<file path="src/verilog/iesr_pkg.sv">
// shared constants and types for the i/o error status block
package iesr_pkg;

	// register byte offsets, one aligned 32-bit word each
	localparam logic [7:0] OFS_FLAGS_LO = 8'h00;
	localparam logic [7:0] OFS_FLAGS_HI = 8'h04;
	localparam logic [7:0] OFS_ENABLE_LO = 8'h08;
	localparam logic [7:0] OFS_ENABLE_HI = 8'h0c;
	localparam logic [7:0] OFS_UNUSED2_LO = 8'h10;
	localparam logic [7:0] OFS_UNUSED2_HI = 8'h14;
	localparam logic [7:0] OFS_UNUSED3_LO = 8'h18;
	localparam logic [7:0] OFS_UNUSED3_HI = 8'h1c;
	localparam logic [7:0] OFS_CTRL_LO = 8'h20;
	localparam logic [7:0] OFS_CTRL_HI = 8'h24;
	localparam logic [7:0] OFS_ROUTER_LO = 8'h28;
	localparam logic [7:0] OFS_ROUTER_HI = 8'h2c;

	// error flag bit positions
	localparam int ERR_INCHAN_LO = 47;
	localparam int ERR_MSG_LO = 49;
	localparam int ERR_SDMA_LO = 54;
	localparam int ERR_MDMA_RD = 60;
	localparam int ERR_MDMA_WR = 61;
	localparam int ERR_MDMA_PAR = 62;
	localparam int ERR_MDMA_FMT = 63;

	// widths of the error source groups
	localparam int INCHAN_W = 2;
	localparam int MSG_W = 5;
	localparam int SDMA_W = 6;
	localparam int MDMA_PAR_W = 3;
	localparam int MDMA_CH = 2;

	// control/status fields
	localparam int CS_PORT_LO = 0;
	localparam int CS_PORT_W = 4;
	localparam int CS_REV_LO = 8;
	localparam int CS_REV_W = 7;
	localparam int CS_SCAN_BIT = 16;

	// router status summary bit, seen in the high word
	localparam int ROUTER_SUM_BIT = 42;
	localparam int WORD_W = 32;

	// ahb-lite encodings
	localparam logic [2:0] HSIZE_WORD = 3'h2;
	localparam logic HRESP_OKAY = 1'h0;

	// nak retry counting
	localparam int RETRY_W = 4;
	localparam logic [RETRY_W-1:0] RETRY_LIMIT_DEF = 4'h4;

	// bus data phase
	typedef enum logic [1:0] {
		PH_IDLE,
		PH_WRITE,
		PH_RDWAIT,
		PH_RDDONE
	} iesr_phase_e;

	// whole state of the main module
	typedef struct packed {
		iesr_phase_e phase;
		logic [7:0] addr;
		logic [63:0] flags;
		logic [63:0] enable;
		logic [CS_PORT_W-1:0] portDis;
		logic scanEn;
		logic routerSum;
		logic [MDMA_CH-1:0][RETRY_W-1:0] retryCnt;
		logic [WORD_W-1:0] rdata;
	} iesr_state_s;

endpackage

</file>
<file path="src/verilog/iesr_reset_sync.sv">
// reset release synchroniser
`timescale 1ns/1ns
module iesr_reset_sync (
	// clock and raw reset
	input wire logic clk,
	input wire logic nrst,
	// released reset copy
	output logic rstSyncN
);

	logic [1:0] sync_reg;

	// assert at once, release after two edges to avoid metastable release
	always_ff @(posedge clk or negedge nrst) begin
		if (!nrst) begin
			sync_reg <= 2'h0;
		end else begin
			sync_reg <= {sync_reg[0], 1'b1};
		end
	end

	assign rstSyncN = sync_reg[1];

endmodule

</file>
<file path="src/verilog/iesr_pin_sync.sv">
// three-stage pin synchroniser with agreement filter
`timescale 1ns/1ns
module iesr_pin_sync #(
	parameter int W = 7
) (
	// clock and reset
	input wire logic clk,
	input wire logic rstN,
	// pin side
	input wire logic [W-1:0] pin,
	// filtered value
	output logic [W-1:0] value
);

	logic [W-1:0] s1_reg;
	logic [W-1:0] s2_reg;
	logic [W-1:0] s3_reg;
	logic [W-1:0] value_reg;

	// stage one feeds only stage two; value moves when two and three agree
	always_ff @(posedge clk or negedge rstN) begin
		if (!rstN) begin
			s1_reg <= '0;
			s2_reg <= '0;
			s3_reg <= '0;
			value_reg <= '0;
		end else begin
			s1_reg <= pin;
			s2_reg <= s1_reg;
			s3_reg <= s2_reg;
			if (s2_reg == s3_reg) begin
				value_reg <= s3_reg;
			end
		end
	end

	assign value = value_reg;

endmodule

</file>
<file path="src/verilog/iesr_error_status.sv">
// error flags, interrupt enables and control/status registers on ahb-lite
`timescale 1ns/1ns
module iesr_error_status #(
	parameter logic [iesr_pkg::RETRY_W-1:0] RETRY_LIMIT = iesr_pkg::RETRY_LIMIT_DEF
) (
	// clock and reset
	input wire logic clk,
	input wire logic nrst,
	// ahb-lite slave
	input wire logic hsel,
	input wire logic [31:0] haddr,
	input wire logic [1:0] htrans,
	input wire logic hwrite,
	input wire logic [2:0] hsize,
	input wire logic [31:0] hwdata,
	input wire logic hready,
	output logic hreadyout,
	output logic hresp,
	output logic [31:0] hrdata,
	// error sources, one-cycle pulses on clk
	input wire logic [iesr_pkg::ERR_INCHAN_LO-1:0] errLower,
	input wire logic [iesr_pkg::INCHAN_W-1:0] inChanErr,
	input wire logic [iesr_pkg::MSG_W-1:0] msgErr,
	input wire logic [iesr_pkg::SDMA_W-1:0] slaveDmaErr,
	input wire logic [iesr_pkg::MDMA_PAR_W-1:0] mdmaParityErr,
	input wire logic mdmaFormatErr,
	// master dma send responses, index 0 read, 1 write
	input wire logic [iesr_pkg::MDMA_CH-1:0] mdmaRspValid,
	input wire logic [iesr_pkg::MDMA_CH-1:0] mdmaSendErrState,
	input wire logic [iesr_pkg::MDMA_CH-1:0] mdmaIllegalFlags,
	input wire logic [iesr_pkg::MDMA_CH-1:0] mdmaNak,
	// board pins
	input wire logic [iesr_pkg::CS_REV_W-1:0] boardRevisionPin,
	// controls and interrupt
	output logic [iesr_pkg::CS_PORT_W-1:0] portDisable,
	output logic scanMasterEnable,
	output logic irq
);
	import iesr_pkg::*;

	// register map, one aligned word per offset, low half of a 64-bit register first:
	//   0x00 flags low, write one to clear
	//   0x04 flags high, write one to clear
	//   0x08 enable low, read/write
	//   0x0c enable high, read/write
	//   0x10..0x1c two spare 64-bit registers, read zero, writes dropped
	//   0x20 control/status low: port disables, board revision, scan enable
	//   0x24 control/status high, reads zero
	//   0x28 router status low, reads zero
	//   0x2c router status high, only the summary bit, write one to clear
	// any other offset reads zero and drops writes; the answer is always okay,
	// so software cannot learn of a bad address from the bus response itself
	// only haddr[7:2] is decoded, so the map repeats every 256 bytes

	logic rstN;
	logic [CS_REV_W-1:0] boardRevision;
	iesr_state_s s_reg;
	iesr_state_s s_next;

	// internal reset copy
	iesr_reset_sync u_rst (
		.clk(clk),
		.nrst(nrst),
		.rstSyncN(rstN)
	);

	// revision straps come from pins outside the clock domain
	// three stages and an agreement test cost four cycles of latency after
	// reset, which is harmless for a value that only changes with the board
	iesr_pin_sync #(
		.W(CS_REV_W)
	) u_rev (
		.clk(clk),
		.rstN(rstN),
		.pin(boardRevisionPin),
		.value(boardRevision)
	);

	// register read mux; unmapped words read zero
	// it works on the registered state only, so a read never sees a value
	// half way through an update; the bus wait state pays for that
	// the control word mixes writable fields with the live revision strap
	function automatic logic [WORD_W-1:0] readWord(
		input logic [7:0] a,
		input iesr_state_s st,
		input logic [CS_REV_W-1:0] rev
	);
		logic [WORD_W-1:0] w;
		w = '0;
		case (a)
			OFS_FLAGS_LO: begin
				w = st.flags[WORD_W-1:0];
			end
			OFS_FLAGS_HI: begin
				w = st.flags[2*WORD_W-1:WORD_W];
			end
			OFS_ENABLE_LO: begin
				w = st.enable[WORD_W-1:0];
			end
			OFS_ENABLE_HI: begin
				w = st.enable[2*WORD_W-1:WORD_W];
			end
			OFS_UNUSED2_LO, OFS_UNUSED2_HI, OFS_UNUSED3_LO, OFS_UNUSED3_HI: begin
				w = '0;
			end
			OFS_CTRL_LO: begin
				w[CS_PORT_LO +: CS_PORT_W] = st.portDis;
				w[CS_REV_LO +: CS_REV_W] = rev;
				w[CS_SCAN_BIT] = st.scanEn;
			end
			OFS_ROUTER_HI: begin
				w[ROUTER_SUM_BIT - WORD_W] = st.routerSum;
			end
			default: begin
				w = '0;
			end
		endcase
		return w;
	endfunction

	// next state: bus phases, register writes and error capture
	always_comb begin
		logic accept;
		logic wordOk;
		logic [63:0] errSet;
		logic [63:0] flagClr;
		logic [63:0] newlySet;
		logic routerClr;
		logic [MDMA_CH-1:0] retryFail;
		logic [MDMA_CH-1:0] badRsp;
		s_next = s_reg;
		accept = hsel && htrans[1] && hready;
		wordOk = (hsize == HSIZE_WORD);
		errSet = '0;
		flagClr = '0;
		newlySet = '0;
		routerClr = 1'b0;
		retryFail = '0;
		badRsp = '0;

		// data phase of a write: act on the address held from the address phase
		// writes land one edge after acceptance, when hwdata stands on the bus;
		// a clear request is only a mask here, applied below with set priority
		if (s_reg.phase == PH_WRITE) begin
			case (s_reg.addr)
				OFS_FLAGS_LO: begin
					flagClr[WORD_W-1:0] = hwdata;
				end
				OFS_FLAGS_HI: begin
					flagClr[2*WORD_W-1:WORD_W] = hwdata;
				end
				OFS_ENABLE_LO: begin
					s_next.enable[WORD_W-1:0] = hwdata;
				end
				OFS_ENABLE_HI: begin
					s_next.enable[2*WORD_W-1:WORD_W] = hwdata;
				end
				OFS_CTRL_LO: begin
					s_next.portDis = hwdata[CS_PORT_LO +: CS_PORT_W];
					s_next.scanEn = hwdata[CS_SCAN_BIT];
				end
				OFS_ROUTER_HI: begin
					routerClr = hwdata[ROUTER_SUM_BIT - WORD_W];
				end
				default: begin
					// reserved and unused words take no write
					routerClr = 1'b0;
				end
			endcase
		end

		// read data is fetched one cycle late, after any prior write landed
		if (s_reg.phase == PH_RDWAIT) begin
			s_next.rdata = readWord(s_reg.addr, s_reg, boardRevision);
		end

		// bus phase sequencing
		unique case (s_reg.phase)
			PH_RDWAIT: begin
				s_next.phase = PH_RDDONE;
			end
			PH_IDLE, PH_WRITE, PH_RDDONE: begin
				if (accept) begin
					s_next.addr = {haddr[7:2], 2'h0};
					if (!hwrite) begin
						s_next.phase = PH_RDWAIT;
					end else if (wordOk) begin
						s_next.phase = PH_WRITE;
					end else begin
						s_next.phase = PH_IDLE;
					end
				end else begin
					s_next.phase = PH_IDLE;
				end
			end
		endcase

		// master dma send responses and nak retry counting per channel
		// each channel counts consecutive naks; a clean reply or any answer
		// without nak restarts the count, so only an unbroken run exhausts it
		// the flag sets on the nak that finds the count already at the limit,
		// i.e. one nak more than the limit, and the count then starts again
		// a reply that carries a nak is never judged for its state flags
		for (int i = 0; i < MDMA_CH; i++) begin
			if (mdmaRspValid[i]) begin
				if (mdmaNak[i]) begin
					if (s_reg.retryCnt[i] >= RETRY_LIMIT) begin
						retryFail[i] = 1'b1;
						s_next.retryCnt[i] = '0;
					end else begin
						s_next.retryCnt[i] = s_reg.retryCnt[i] + RETRY_W'(1);
					end
				end else begin
					s_next.retryCnt[i] = '0;
					badRsp[i] = mdmaSendErrState[i] | mdmaIllegalFlags[i];
				end
			end
		end

		// gather error events onto their flag positions
		// flag layout seen from the error inputs:
		//   46..0  lower sources, passed through unchanged
		//   47..48 input channel sram and ring parity
		//   49..53 message control, five sources in input order
		//   54..59 slave dma control, six sources in input order
		//   60     read-side send response trouble or retries exhausted
		//   61     write-side send response trouble or retries exhausted
		//   62     any of the three master dma parity sources
		//   63     master dma response format error
		// sources are already on clk and need no synchroniser; a one-cycle
		// pulse is enough, a longer one only keeps setting the same flag
		errSet[ERR_INCHAN_LO-1:0] = errLower;
		errSet[ERR_INCHAN_LO +: INCHAN_W] = inChanErr;
		errSet[ERR_MSG_LO +: MSG_W] = msgErr;
		errSet[ERR_SDMA_LO +: SDMA_W] = slaveDmaErr;
		errSet[ERR_MDMA_RD] = badRsp[0] | retryFail[0];
		errSet[ERR_MDMA_WR] = badRsp[1] | retryFail[1];
		errSet[ERR_MDMA_PAR] = |mdmaParityErr;
		errSet[ERR_MDMA_FMT] = mdmaFormatErr;

		// sticky flags, write one to clear; a new event beats the clear
		s_next.flags = (s_reg.flags & ~flagClr) | errSet;

		// summary only for flags rising while already enabled
		// enabling a flag that is already set raises irq but not the summary;
		// a flag that sets again while still set does not count as new either
		// the summary is sticky as well and is cleared by writing one to it
		newlySet = errSet & ~s_reg.flags & s_reg.enable;
		s_next.routerSum = (s_reg.routerSum & ~routerClr) | (|newlySet);
	end

	// single state register
	// reset comes from the released copy, so every field leaves reset on the
	// same edge; enables start at zero, so no interrupt can fire before
	// software has set up the mask
	always_ff @(posedge clk or negedge rstN) begin
		if (!rstN) begin
			s_reg <= '{
				phase: PH_IDLE,
				addr: '0,
				flags: '0,
				enable: '0,
				portDis: '0,
				scanEn: 1'b0,
				routerSum: 1'b0,
				retryCnt: '0,
				rdata: '0
			};
		end else begin
			s_reg <= s_next;
		end
	end

	// bus answers: writes without wait, reads with one wait state
	// the wait state lets a read that follows a write see the written value,
	// trading one cycle per read for a read mux off registered state only
	// hreadyout is decoded straight from the phase register, so it is glitch
	// free; hrdata holds the last read word until the next read loads it
	assign hreadyout = (s_reg.phase != PH_RDWAIT);
	assign hresp = HRESP_OKAY;
	assign hrdata = s_reg.rdata;

	// controls driven straight from their register fields
	assign portDisable = s_reg.portDis;
	assign scanMasterEnable = s_reg.scanEn;

	// level interrupt while any enabled flag is set
	// irq follows the registered flags and enables with no extra delay;
	// it stays high until every enabled flag is cleared or masked off
	// disabled flags still record their errors and can be polled
	assign irq = |(s_reg.flags & s_reg.enable);

endmodule

</file>
<file path="config.mk">
export PLATFORM = sky130hd
export DESIGN_NAME = iesr_error_status
export DESIGN_NICKNAME = d
export VERILOG_FILES = /design/src/verilog/iesr_pkg.sv /design/src/verilog/iesr_reset_sync.sv /design/src/verilog/iesr_pin_sync.sv /design/src/verilog/iesr_error_status.sv
export SDC_FILE = /design/constraint.sdc
export NUM_CORES = 1
export LEC_CHECK = 0
export BUFFER_PORTS_ARGS = -buffer_cell sky130_fd_sc_hd__buf_2
export CAP_MARGIN = 40
export CORE_UTILIZATION = 25
export DETAILED_ROUTE_END_ITERATION = 10
export PLACE_DENSITY_LB_ADDON = 0.08
export SETUP_SLACK_MARGIN = 0.05
export SYNTH_ARGS = -nofsm -noshare
export SYNTH_HDL_FRONTEND = slang
export SYNTH_SLANG_ARGS = --single-unit
</file>
<file path="constraint.sdc">
create_clock -name clk -period 9.4 [get_ports clk]
set_clock_uncertainty 0.2 [all_clocks]
set_input_delay 1.41 -clock clk [delete_from_list [all_inputs] [get_ports clk]]
set_output_delay 1.41 -clock clk [all_outputs]
set_load 0.005 [all_outputs]
</file>
Word-level counts from Yosys, hierarchy flattened. Index checks and enable logic that the tools add are counted.

Flip-flop bits (word level): 212. Input bits: 153. Output and inout bits: 40.

$add $sub $neg: 2. Order comparisons: 2. Equal/unequal tests: 11. Multiplexer cells: 31. Bitwise logic cells: 14. Reduce and logical (&&, ||, !) cells: 12.

Operator list (number): $and A64 B64 Y64 (4); $not A64 Y64 (2); $reduce_or A64 Y1 (2); $mux W32 (2); $mux W64 (1); $or A64 B64 Y64 (1); $pmux W15 S4 (1); $pmux W4 S5 (2); $mux W4 (4); $pmux W4 S4 (1); $mux W1 (13); $eq A6 B2 Y1 const B (2); $eq A6 B4 Y1 const B (2); $pmux W2 S5 (1); $add A4 B1 Y4 const B (2); $ge A4 B3 Y1 const B (2); $logic_not A8 Y1 (1); $reduce_and A2 Y1 (4); $eq A7 B7 Y1 (1); $eq A6 B1 Y1 const B (1); $pmux W1 S6 (1); $reduce_or A3 Y1 (2); $or A1 B1 Y1 (5); $pmux W1 S5 (1); other kinds (11) (14).

Logic depth before layout (Yosys ltp). Gate-level depths: netlist (run 1).

Word-level depth: 9. Depth in mapped cells: 7. Depth with buffers taken out: 5.

Cells and area by module. Synthesis (run 1) repeated with hierarchy kept, for this count alone.

Cell total of the unflattened synthesis: 833. Area, all modules: 9889.5 µm².

By module, submodules not included: iesr_error_status (times used 1, cells each 786, area each 8969.9 µm², sequential area each 4554.4 µm²); iesr_pin_sync (times used 1, cells each 44, area each 865.8 µm², sequential area each 700.7 µm²); iesr_reset_sync (times used 1, cells each 3, area each 53.8 µm², sequential area each 50.0 µm²).

Worst setup path after synthesis (run 1). OpenSTA, ideal clock, no wires.

Path kind: register -> output. From: reg s_reg[113] in the netlist's numbering. To: out irq. Arrival: 1431 ps. Setup slack: 6359 ps. Cell stages (with the launch flop): 5. Path buffers: 0. Cells stage by stage: dfrtp_1 -> a22o_1 -> a221oi_1 -> nand4_1 -> or4_1.

Word-level cells in the longest chain between the ends: 2.

RTL lines: from (decl) (RTL line iesr_error_status.sv:57) `iesr_state_s s_reg;`; from (signal assigned) (RTL line iesr_error_status.sv:258) `s_reg <= '{`; from (signal assigned) (RTL line iesr_error_status.sv:270) `s_reg <= s_next;`; $and A64 B64 Y64 (RTL line iesr_error_status.sv:291) `assign irq = |(s_reg.flags & s_reg.enable);`; $reduce_or A64 Y1 (RTL line iesr_error_status.sv:291); to (decl) (RTL line iesr_error_status.sv:37) `output logic irq`.

Every way passes these cells.

Final worst setup path (run 1).
From: reg s_reg[157] in the netlist's numbering. To: out irq.

The elaborated chain is that of the path after synthesis.

==> summary.txt, run 1 <==
Logic synthesis
  • Syn_area_per_cell: 11.5 sq um
  • Netlist cell types: 44
  • Simple-gate portion of the synthesized area: 0.117
  • Post-synthesis sequential area ratio: 0.552
  • Post-synthesis adder-cell area fraction: 0.00261
  • Main combinational cell family by area after synthesis: compound AO/OA/AOI/OAI gates
  • Synth area leader: dfrtp_1
  • Post-Synthesis Cells: 837
  • Top cell type's share of synthesized area: 0.552
  • Compound-Gate Fraction of Synth Area: 0.172
  • Yosys reg bits: 212
  • Synth Warn #: 0
  • Post-Syn Area: 9610 sq um
  • XOR/XNOR share of the synthesized area: 0.00638
  • Mux share of post-synthesis cell area: 0.0983
  • Synth area leaders: dfrtp_1 55%, mux2_2 9.5%, a21o_1 4.8%
  • Syn Nets: 992

Route
  • DR top layer: met4
  • DR vias: 7,481
  • Final WL: 37,400 um
  • Remaining antenna violation count: 0
  • Met2 Wirelength: 17,400 um
  • M1 wire length: 17,700 um
  • Initial DRC count: 596
  • Mean routed wirelength per cell: 24.9 um
  • DRC Markers: 0
  • 1st-pass router iterations: 5
  • Met3 wire length: 1810 um
  • Vias per inst: 4.98

STA
  • Max-slew violations: 0
  • Fin crit period: 4220 ps
  • F_max: 237 MHz
  • Worst Tran Pin Value: 908 ps
  • Setup TNS: 0 ps
  • Slew HR: 0.395
  • Fin. Hold Viols: 0
  • Period utilization: 0.449
  • RSZ-0062 raised after global routing: no
  • Final Setup Violations: 0

Final layout
  • Non-Filler Instances: 1,502
  • Multi-input gate area: 3840 sq um
  • Number of flip-flops under the largest register name: 145
  • Synthesis-to-finish area growth: 21.6%
  • Layout cells sized above 1: 0.312
  • Ant. Diodes: 0
  • Fill cell total of the finished layout: 3,958
  • Leading cell type in the layout, fill and taps excluded: dfrtp_1
  • Commonest cells after routing, fill and taps aside: 211 x dfrtp_1, 164 x buf_2, 104 x nand2_1
  • Fin nets: 1,130
  • FF/Latch Area: 5310 sq um

Worst setup path
  • Worst-path cell chain: a22o_1, a221oi_1, nand4_1, or4_1, buf_2
  • CP Buf/Inv Count: 1
  • CP required: 7790 ps
  • Reg-to-Reg Start: s_reg[181]$_DFFE_PN0P_
  • CP max stage delay: 590 ps
  • Delay-heaviest family, CP: simple AND/OR/NAND/NOR gates
  • Critical Path Sink Type: primary output
  • Slowest CP cell: or4_1
  • Crit start category: register
  • Crit Path Class: register to primary output
  • Worst setup startpoint: s_reg[157]$_DFF_PN0_
  • Worst Path Max Fanout: 4
  • Critical Path AT: 2610 ps
  • R2R setup slack: 6360 ps
  • R2R depth: 7
  • Total stage count of the critical path: 5
  • Crit Reg-Reg Endpoint: s_reg[159]$_DFF_PN0_

Floorplan
  • Die Area: 39,200 sq um
  • Boundary pin count: 193
  • Core Rows: 71
  • Starting Density: 0.254
  • Die H: 198 um
  • Core Box Area: 37,800 sq um
  • Die X: 198 um

CTS
  • H-tree level count: 1
  • Clk Latency, worst-skew pair: 540 ps
  • CTS tree: built
  • Clk root buf: clkbuf_16
  • CTS buffer count: 27
  • CTS clk-pin slew, worst paths: 60 ps
  • CTS Buffer Depth: 3
  • TritonCTS Sinks: 212
  • Post-CTS Setup Bufs: 0

Global routing
  • First-pass GRT wire length: 54,300 um
  • Grt ovf: 0
  • Overall routing resource usage: 0.193
  • Vias in the first global route: 7,689
  • Pin count of the biggest net entering global routing: 140
  • Antenna violations before repair: 1

Hold path
  • WHS Endpoint: u_rev.s2_reg[6]$_DFF_PN0_
  • Hold depth: 0
  • HP Class: register to register
  • Hold Startpoint: u_rev.s1_reg[6]$_DFF_PN0_

Placement
  • # port buffers: 164
  • Placer Congestion: 0.775
  • Placed instance count: 1,455
  • HPWL after detailed placement: 26,200 um

Pwr
  • Peak VDD IR: 0.132 mV
  • Leakage: 4.71 nW
  • Power Density: 269 nW/um^2
  • Overall power: 3.14 mW

Run status
  • Status: complete, no violations

Run
  • Maxcap violations: 0
-- how the worst max path moves through the flow --
stage,end,slack (ps)
global route,irq,5070
detailed placement,irq,5690
CTS,irq,5120
global placement,irq,5670
floorplan,hrdata[0]$_DFFE_PN0N_,2850
finish,irq,5180
-- through the flow --
step / area [sq um] / hold slack [ps] / utilization / worst slack (ps)
floorplan: 9610 / 131 / - / 2850
global placement: 10800 / 132 / 0.285 / 5670
detailed placement: 10800 / -9.68 / 0.287 / 5690
CTS: 11700 / 147 / 0.309 / 5120
global route: 11700 / 151 / 0.309 / 5070
finish: 11700 / 146 / 0.309 / 5180
-- power breakdown --
part | switching (mW) | internal, mW
sequential | 0.271 | 1.15
combinational | 0.360 | 0.349
clock | 0.402 | 0.606
total | 1.03 | 2.11
-- cell usage after synthesis, drive strengths merged --
| library cell | n |
|---|---|
| dfrtp | 212 |
| nand2 | 104 |
| mux2 | 81 |
| a21o | 61 |
| buf | 53 |
| a22oi | 50 |
| nand3b | 37 |
| nor2 | 37 |
| a31oi | 30 |
| o21ai | 22 |
| clkbuf | 21 |
| a221oi | 18 |
| a22o | 16 |
| nand4 | 11 |
| a222oi | 10 |
| inv | 10 |
| nor4 | 7 |
| nor3 | 6 |
| o22ai | 6 |
| nand3 | 5 |
| nor2b | 4 |
| nor3b | 4 |
| xnor2 | 4 |
| a21bo | 3 |
| o311ai | 3 |
| or4 | 3 |
| xor2 | 3 |
| a311oi | 2 |
| and2 | 2 |
| and3b | 2 |
| conb | 2 |
| ha | 2 |
| a21oi | 1 |
| and3 | 1 |
| mux2i | 1 |
| mux4 | 1 |
| nand4bb | 1 |
| o221ai | 1 |
-- metal layers --
metal	vias to the layer above	GRT usage
li1	3354	-
met5	-	0
met3	37	0.0245
met1	3876	0.279
met2	214	0.308
met4	0	0.0405
-- layout make-up --
cell class                      count  share of cell area
Clock inverter                      1             0.00257
Multi-Input combinational cell    541               0.329
Sequential cell                   212               0.455
Timing Repair Buffer              183              0.0867
Inverter                           10             0.00321
Tap cell                          511              0.0548
Clock buffer                       44              0.0693
-- logic make-up after synthesis --
group / count (synthesis)
other cells: 2
fa+ha+maj: 2
compound gates: 223
flops: 212
buf+inv: 84
simple gates: 224
xor+xnor: 7
mux: 83
-- timing repair --
| action | in CTS | in global routing |
|---|---|---|
| gates resized for setup | 0 | 0 |
| hold buffers | 2 | 0 |
| endpoints found under the hold margin | 3 | 0 |
Power figures use the tool's default switching activity.
==> run 2: changes to the inputs <==
- ABC_AREA: unset -> 1
- clock period: 9.4 -> 4.2 ns (I/O delays scaled with it)
==> summary.txt, run 2 <==
Logic synthesis
  • Ys flop type: dfrtp_1
  • Synth area leader: dfrtp_1
  • Main combinational cell family by area after synthesis: simple AND/OR/NAND/NOR gates
  • Compound-Gate Fraction of Synth Area: 0.138
  • Yosys reg bits: 212
  • Top cell type's share of synthesized area: 0.502
  • Netlist cell types: 36
  • Post-Synthesis Cells: 1,308
  • Post-Syn Area: 10,600 sq um
  • Simple-gate portion of the synthesized area: 0.243
  • Most frequent cell after synthesis: nand2_1
  • Post-synth EDFFs: 0
  • Ys async rst share: 1.00
  • XOR/XNOR share of the synthesized area: 0.00580
  • Syn Nets: 1,463
  • Synth area leaders: dfrtp_1 50%, nand2_1 12%, nor2_1 5.9%
  • Post-synthesis adder-cell area fraction: 0.00237
  • Post-synthesis sequential area ratio: 0.502
  • Syn_area_per_cell: 8.08 sq um
  • Synth top cells by count: 350 x nand2_1, 212 x dfrtp_1, 167 x nor2_1
  • Mux share of post-synthesis cell area: 0.00509
  • Synth Warn #: 0

Floorplan
  • Die H: 208 um
  • Die Area: 43,100 sq um
  • Core Rows: 74
  • Core Box Area: 41,300 sq um
  • Boundary pin count: 193
  • Die X: 208 um
  • Starting Density: 0.256

Worst setup path
  • Crit Reg-Reg Endpoint: s_reg[52]$_DFFE_PN0P_
  • Worst setup startpoint: s_reg[123]$_DFF_PN0_
  • Delay-heaviest family, CP: simple AND/OR/NAND/NOR gates
  • Crit start category: register
  • R2R setup slack: 1590 ps
  • Worst-path cell chain: nand2_1, o21ai_0, nor3_1, nand3_1, nor2_1, nand2_1, buf_2
  • Crit Path Class: register to primary output
  • Total stage count of the critical path: 7
  • CP max stage delay: 410 ps
  • Worst Path Max Fanout: 3
  • Slowest CP cell: nor3_1
  • R2R depth: 5
  • Most used cell, CP: nand2_1
  • Reg-to-Reg Start: s_reg[178]$_DFFE_PN0P_
  • Critical Path Sink Type: primary output
  • Setup crit end: irq
  • Critical Path AT: 2060 ps
  • CP Buf/Inv Count: 1
  • CP required: 3370 ps

Final layout
  • Number of flip-flops under the largest register name: 145
  • Leading cell type in the layout, fill and taps excluded: nand2_1
  • Post-layout util: 0.307
  • Fin nets: 1,599
  • Commonest cells after routing, fill and taps aside: 350 x nand2_1, 211 x dfrtp_1, 167 x nor2_1
  • Layout cells sized above 1: 0.186
  • Synthesis-to-finish area growth: 20.0%

Global routing
  • Antenna violations before repair: 6
  • First-pass GRT wire length: 57,000 um
  • Pin count of the biggest net entering global routing: 77
  • Grt ovf: 0
  • Overall routing resource usage: 0.176
  • Vias in the first global route: 9,034

STA
  • F_max: 346 MHz
  • Period utilization: 0.689
  • Final Setup Violations: 0
  • Max-slew violations: 0
  • Fin crit period: 2890 ps
  • Setup TNS: 0 ps
  • Worst Tran Pin Value: 806 ps
  • RSZ-0062 raised after global routing: no
  • Fin. Hold Viols: 0
  • Slew HR: 0.463
  • Hold Slack: 76.9 ps

CTS
  • Clk Latency, worst-skew pair: 550 ps
  • TritonCTS Sinks: 212
  • CTS buffer count: 28
  • CTS Buffer Depth: 3
  • H-tree level count: 1
  • Clk root buf: clkbuf_16
  • CTS tree: built
  • CTS clk-pin slew, worst paths: 60 ps

Route
  • Remaining antenna violation count: 0
  • Final WL: 37,400 um
  • DR vias: 8,742
  • DRC Markers: 0
  • Vias per inst: 4.37
  • Mean routed wirelength per cell: 18.7 um
  • 1st-pass router iterations: 5
  • Initial DRC count: 517

Run status
  • Status: complete, no violations

Pwr
  • Leakage: 7.13 nW
  • Power Density: 564 nW/um^2
  • Peak VDD IR: 0.269 mV
  • Overall power: 7.15 mW

Hold path
  • Hold Startpoint: hsize[2]
  • HP Class: input port to register

Placement
  • # port buffers: 164
  • Placer Congestion: 0.793
  • HPWL after detailed placement: 26,600 um

Run
  • Maxcap violations: 0
-- run 2: layout make-up --
class / count / area [sq um]
fill: 4524 / 28600
sequential: 212 / 5310
multi-input combinational: 876 / 4180
timing repair buffer: 184 / 1030
clock buffer: 39 / 783
tap: 532 / 666
inverter: 142 / 536
clock inverter: 13 / 176
antenna: 1 / 2.50
-- run 2: routing by layer --
layer  global-route usage  wire [um]  vias to the layer above
li1                     -          -                     4407
met1                0.251      18500                     4101
met2                0.276      16400                      172
met3               0.0371       1830                       52
met4               0.0327        622                       10
met5                    0         68                        -
-- run 2: worst min path at each step --
stage | end | slack (ps) | cells after the start
final | s_reg[182]$_DFF_PN0_ | 80 | 2
after global routing | s_reg[182]$_DFF_PN0_ | 70 | 2
after CTS | s_reg[137]$_DFF_PN0_ | 60 | 2
after detailed placement | u_rev.s2_reg[5]$_DFF_PN0_ | 140 | 0
after global placement | u_rev.s2_reg[1]$_DFF_PN0_ | 130 | 0
after floorplan | u_rst.sync_reg[0]$_DFF_PN0_ | 130 | 0
-- run 2: through the flow --
stage | cell area, sq um | worst slack, ps | std cells
6_report | 12700 | 1310 | 1999
5_1_grt | 12700 | 1190 | 1999
4_1_cts | 12700 | 1180 | 1998
3_5_place_dp | 11600 | 1510 | 1938
3_3_place_gp | 11600 | 1560 | 1937
2_1_floorplan | 10600 | 511 | 1308
-- run 2: report_power, final --
group / internal, mW / switching [mW] / total (mW)
logic: 0.607 / 1.02 / 1.63
clock network: 1.55 / 0.974 / 2.52
registers: 2.54 / 0.465 / 3.00
total: 4.69 / 2.46 / 7.15
-- run 2: timing repair --
action	CTS	global route
hold buffers	8	0
gates resized for setup	0	0
hold endpoints to repair	9	0
buffers inserted	0	0
-- run 2: kinds of logic (layout without fill, tap and decap cells) --
group | Yosys count | count (layout)
AO/OA/AOI/OAI | 237 | 237
XOR/XNOR | 7 | 7
multiplexers | 5 | 5
buffers and inverters | 220 | 378
adder cells (fa/ha/maj) | 2 | 2
other | 2 | 3
AND/OR/NAND/NOR | 623 | 623
flip-flops | 212 | 212
==> run 3: changes to the inputs <==
- clock period: 4.2 -> 2.95 ns (I/O delays scaled with it)
==> summary.txt, run 3 (synthesis results as in run 2) <==
Final layout
  • Multi-input gate area: 4180 sq um
  • Non-Filler Instances: 2,113
  • Layout cells sized above 1: 0.180
  • Fin nets: 1,713
  • Fill cell total of the finished layout: 4,590
  • Synthesis-to-finish area growth: 30.2%
  • Leading cell type in the layout, fill and taps excluded: nand2_1
  • Commonest cells after routing, fill and taps aside: 350 x nand2_1, 211 x dfrtp_1, 167 x nor2_1
  • Number of flip-flops under the largest register name: 145
  • FF/Latch Area: 5310 sq um

Route
  • Remaining antenna violation count: 0
  • Met2 Wirelength: 16,600 um
  • Initial DRC count: 550
  • DR vias: 9,307
  • 1st-pass router iterations: 6
  • DR top layer: met5
  • Met3 wire length: 1720 um
  • M1 wire length: 18,900 um
  • DRC Markers: 0
  • Final WL: 37,900 um
  • Vias per inst: 4.40
  • Mean routed wirelength per cell: 17.9 um

STA
  • Max-slew violations: 0
  • Setup TNS: 0 ps
  • Fin crit period: 2700 ps
  • Fin. Hold Viols: 0
  • F_max: 371 MHz
  • Period utilization: 0.914
  • Slew HR: 0.593
  • RSZ-0062 raised after global routing: no
  • Worst Tran Pin Value: 611 ps
  • Final Setup Violations: 0

Pwr
  • Power Density: 732 nW/um^2
  • Leakage: 7.59 nW
  • Peak VDD IR: 0.353 mV

CTS
  • H-tree level count: 1
  • CTS Buffer Depth: 3
  • TritonCTS Sinks: 212
  • CTS clk-pin slew, worst paths: 60 ps
  • CTS tree: built
  • Post-CTS Setup Bufs: 0
  • Clk root buf: clkbuf_16
  • Clk Latency, worst-skew pair: 550 ps
  • CTS buffer count: 27

Global routing
  • Grt ovf: 0
  • Pin count of the biggest net entering global routing: 60
  • Antenna violations before repair: 3
  • First-pass GRT wire length: 57,900 um
  • Overall routing resource usage: 0.178
  • Vias in the first global route: 9,436

Worst setup path
  • Total stage count of the critical path: 7
  • Setup crit end: irq
  • Crit Reg-Reg Endpoint: s_reg[172]$_DFF_PN0_
  • Slowest CP cell: dfrtp_1
  • CP required: 2310 ps
  • Worst Path Max Fanout: 4
  • Critical Path Sink Type: primary output
  • Most used cell, CP: nand2_1
  • Crit Path Class: register to primary output
  • Worst-path cell chain: nand2_1, o21ai_0, nor3_1, nand3_1, nor2_1, nand2_1, buf_2
  • CP Buf/Inv Count: 1
  • Critical Path AT: 2050 ps
  • R2R depth: 8
  • Worst setup startpoint: s_reg[59]$_DFFE_PN0P_
  • R2R setup slack: 290 ps
  • Crit start category: register
  • Delay-heaviest family, CP: simple AND/OR/NAND/NOR gates
  • Reg-to-Reg Start: s_reg[183]$_DFF_PN0_
  • CP max stage delay: 410 ps

Floorplan
  • Die H: 208 um
  • Boundary pin count: 193
  • Core Box Area: 41,300 sq um
  • Die X: 208 um
  • Die Area: 43,100 sq um
  • Starting Density: 0.256
  • Core Rows: 74

Placement
  • Placed instance count: 1,949
  • # port buffers: 164
  • HPWL after detailed placement: 27,600 um
  • Placer Congestion: 0.831

Run status
  • Status: complete, no violations

Hold path
  • HP Class: input port to register

Run
  • Maxcap violations: 0
-- run 3: cell types whose count changed in the layout (fill, tap and decap cells not counted), moves of 2 or more --
cell           change
clkbuf_1           -3
clkbuf_8           +7
dlygate4sd3_1    +104
buf_4             +10
bufinv_16          -3
clkbuf_16          -2
-- run 3: through the flow --
| step | setup slack (ps) | util | hold WS, ps | power (mW) | area [sq um] |
|---|---|---|---|---|---|
| 2_1_floorplan | 596 | - | -53.1 | 5.91 | 10600 |
| 3_3_place_gp | 726 | 0.284 | 29.8 | 6.66 | 11700 |
| 3_5_place_dp | 731 | 0.284 | 30.4 | 6.69 | 11700 |
| 4_1_cts | 127 | 0.333 | 1.53 | 10.2 | 13700 |
| 5_1_grt | 72.5 | 0.333 | 18.8 | 10.7 | 13800 |
| 6_report | 255 | 0.333 | 22.5 | 10.1 | 13800 |
-- run 3: per-layer routing --
| layer | global-route usage | vias to the layer above |
|---|---|---|
| met3 | 0.0269 | 31 |
| met4 | 0.0335 | 2 |
| li1 | - | 4641 |
| met2 | 0.276 | 198 |
| met1 | 0.260 | 4435 |
| met5 | 0 | - |
-- run 3: where the power goes --
| part | total (mW) | switching, mW | leakage, nW | internal, mW |
|---|---|---|---|---|
| Combinational | 2.46 | 1.47 | 4.95 | 0.986 |
| Sequential | 4.27 | 0.661 | 2.20 | 3.61 |
| Clock | 3.34 | 1.35 | 0.442 | 1.99 |
-- run 3: timing repair --
action / in CTS / in global routing
gates resized for setup: 0 / 0
endpoints found under the hold margin: 136 / 0
hold buffers: 112 / 0
-- run 3: how the worst min path moves through the flow --
stage / startpoint / to / slack, ps / cells after the start
3_3_place_gp: nrst / u_rst.sync_reg[0]$_DFF_PN0_ / 30 / 1
6_report: hwdata[10] / s_reg[88]$_DFFE_PN0P_ / 20 / 3
5_1_grt: hwdata[10] / s_reg[88]$_DFFE_PN0P_ / 20 / 3
4_1_cts: hwdata[10] / s_reg[88]$_DFFE_PN0P_ / 2 / 3
3_5_place_dp: nrst / u_rst.sync_reg[0]$_DFF_PN0_ / 30 / 1
2_1_floorplan: nrst / u_rst.sync_reg[0]$_DFF_PN0_ / -50 / 0
-- run 3: layout make-up --
cell class	count	share of cell area
diodes	2	0.000364
clock buffers	41	0.0595
clock inverters	9	0.00573
inverters	142	0.0389
multi-input cells	876	0.304
flip-flops and latches	212	0.386
well taps	532	0.0484
repair buffers	299	0.157
-- run 3: worst reg2reg max path, cell delays in order (launching register included) --
cell and delay [ps]:
dfrtp_1 350, inv_1 90, nand2_1 170, inv_2 470, buf_4 310, nand2_1 110, o21ai_0 200, nand3_1 90
dlygate4sd3_1 560
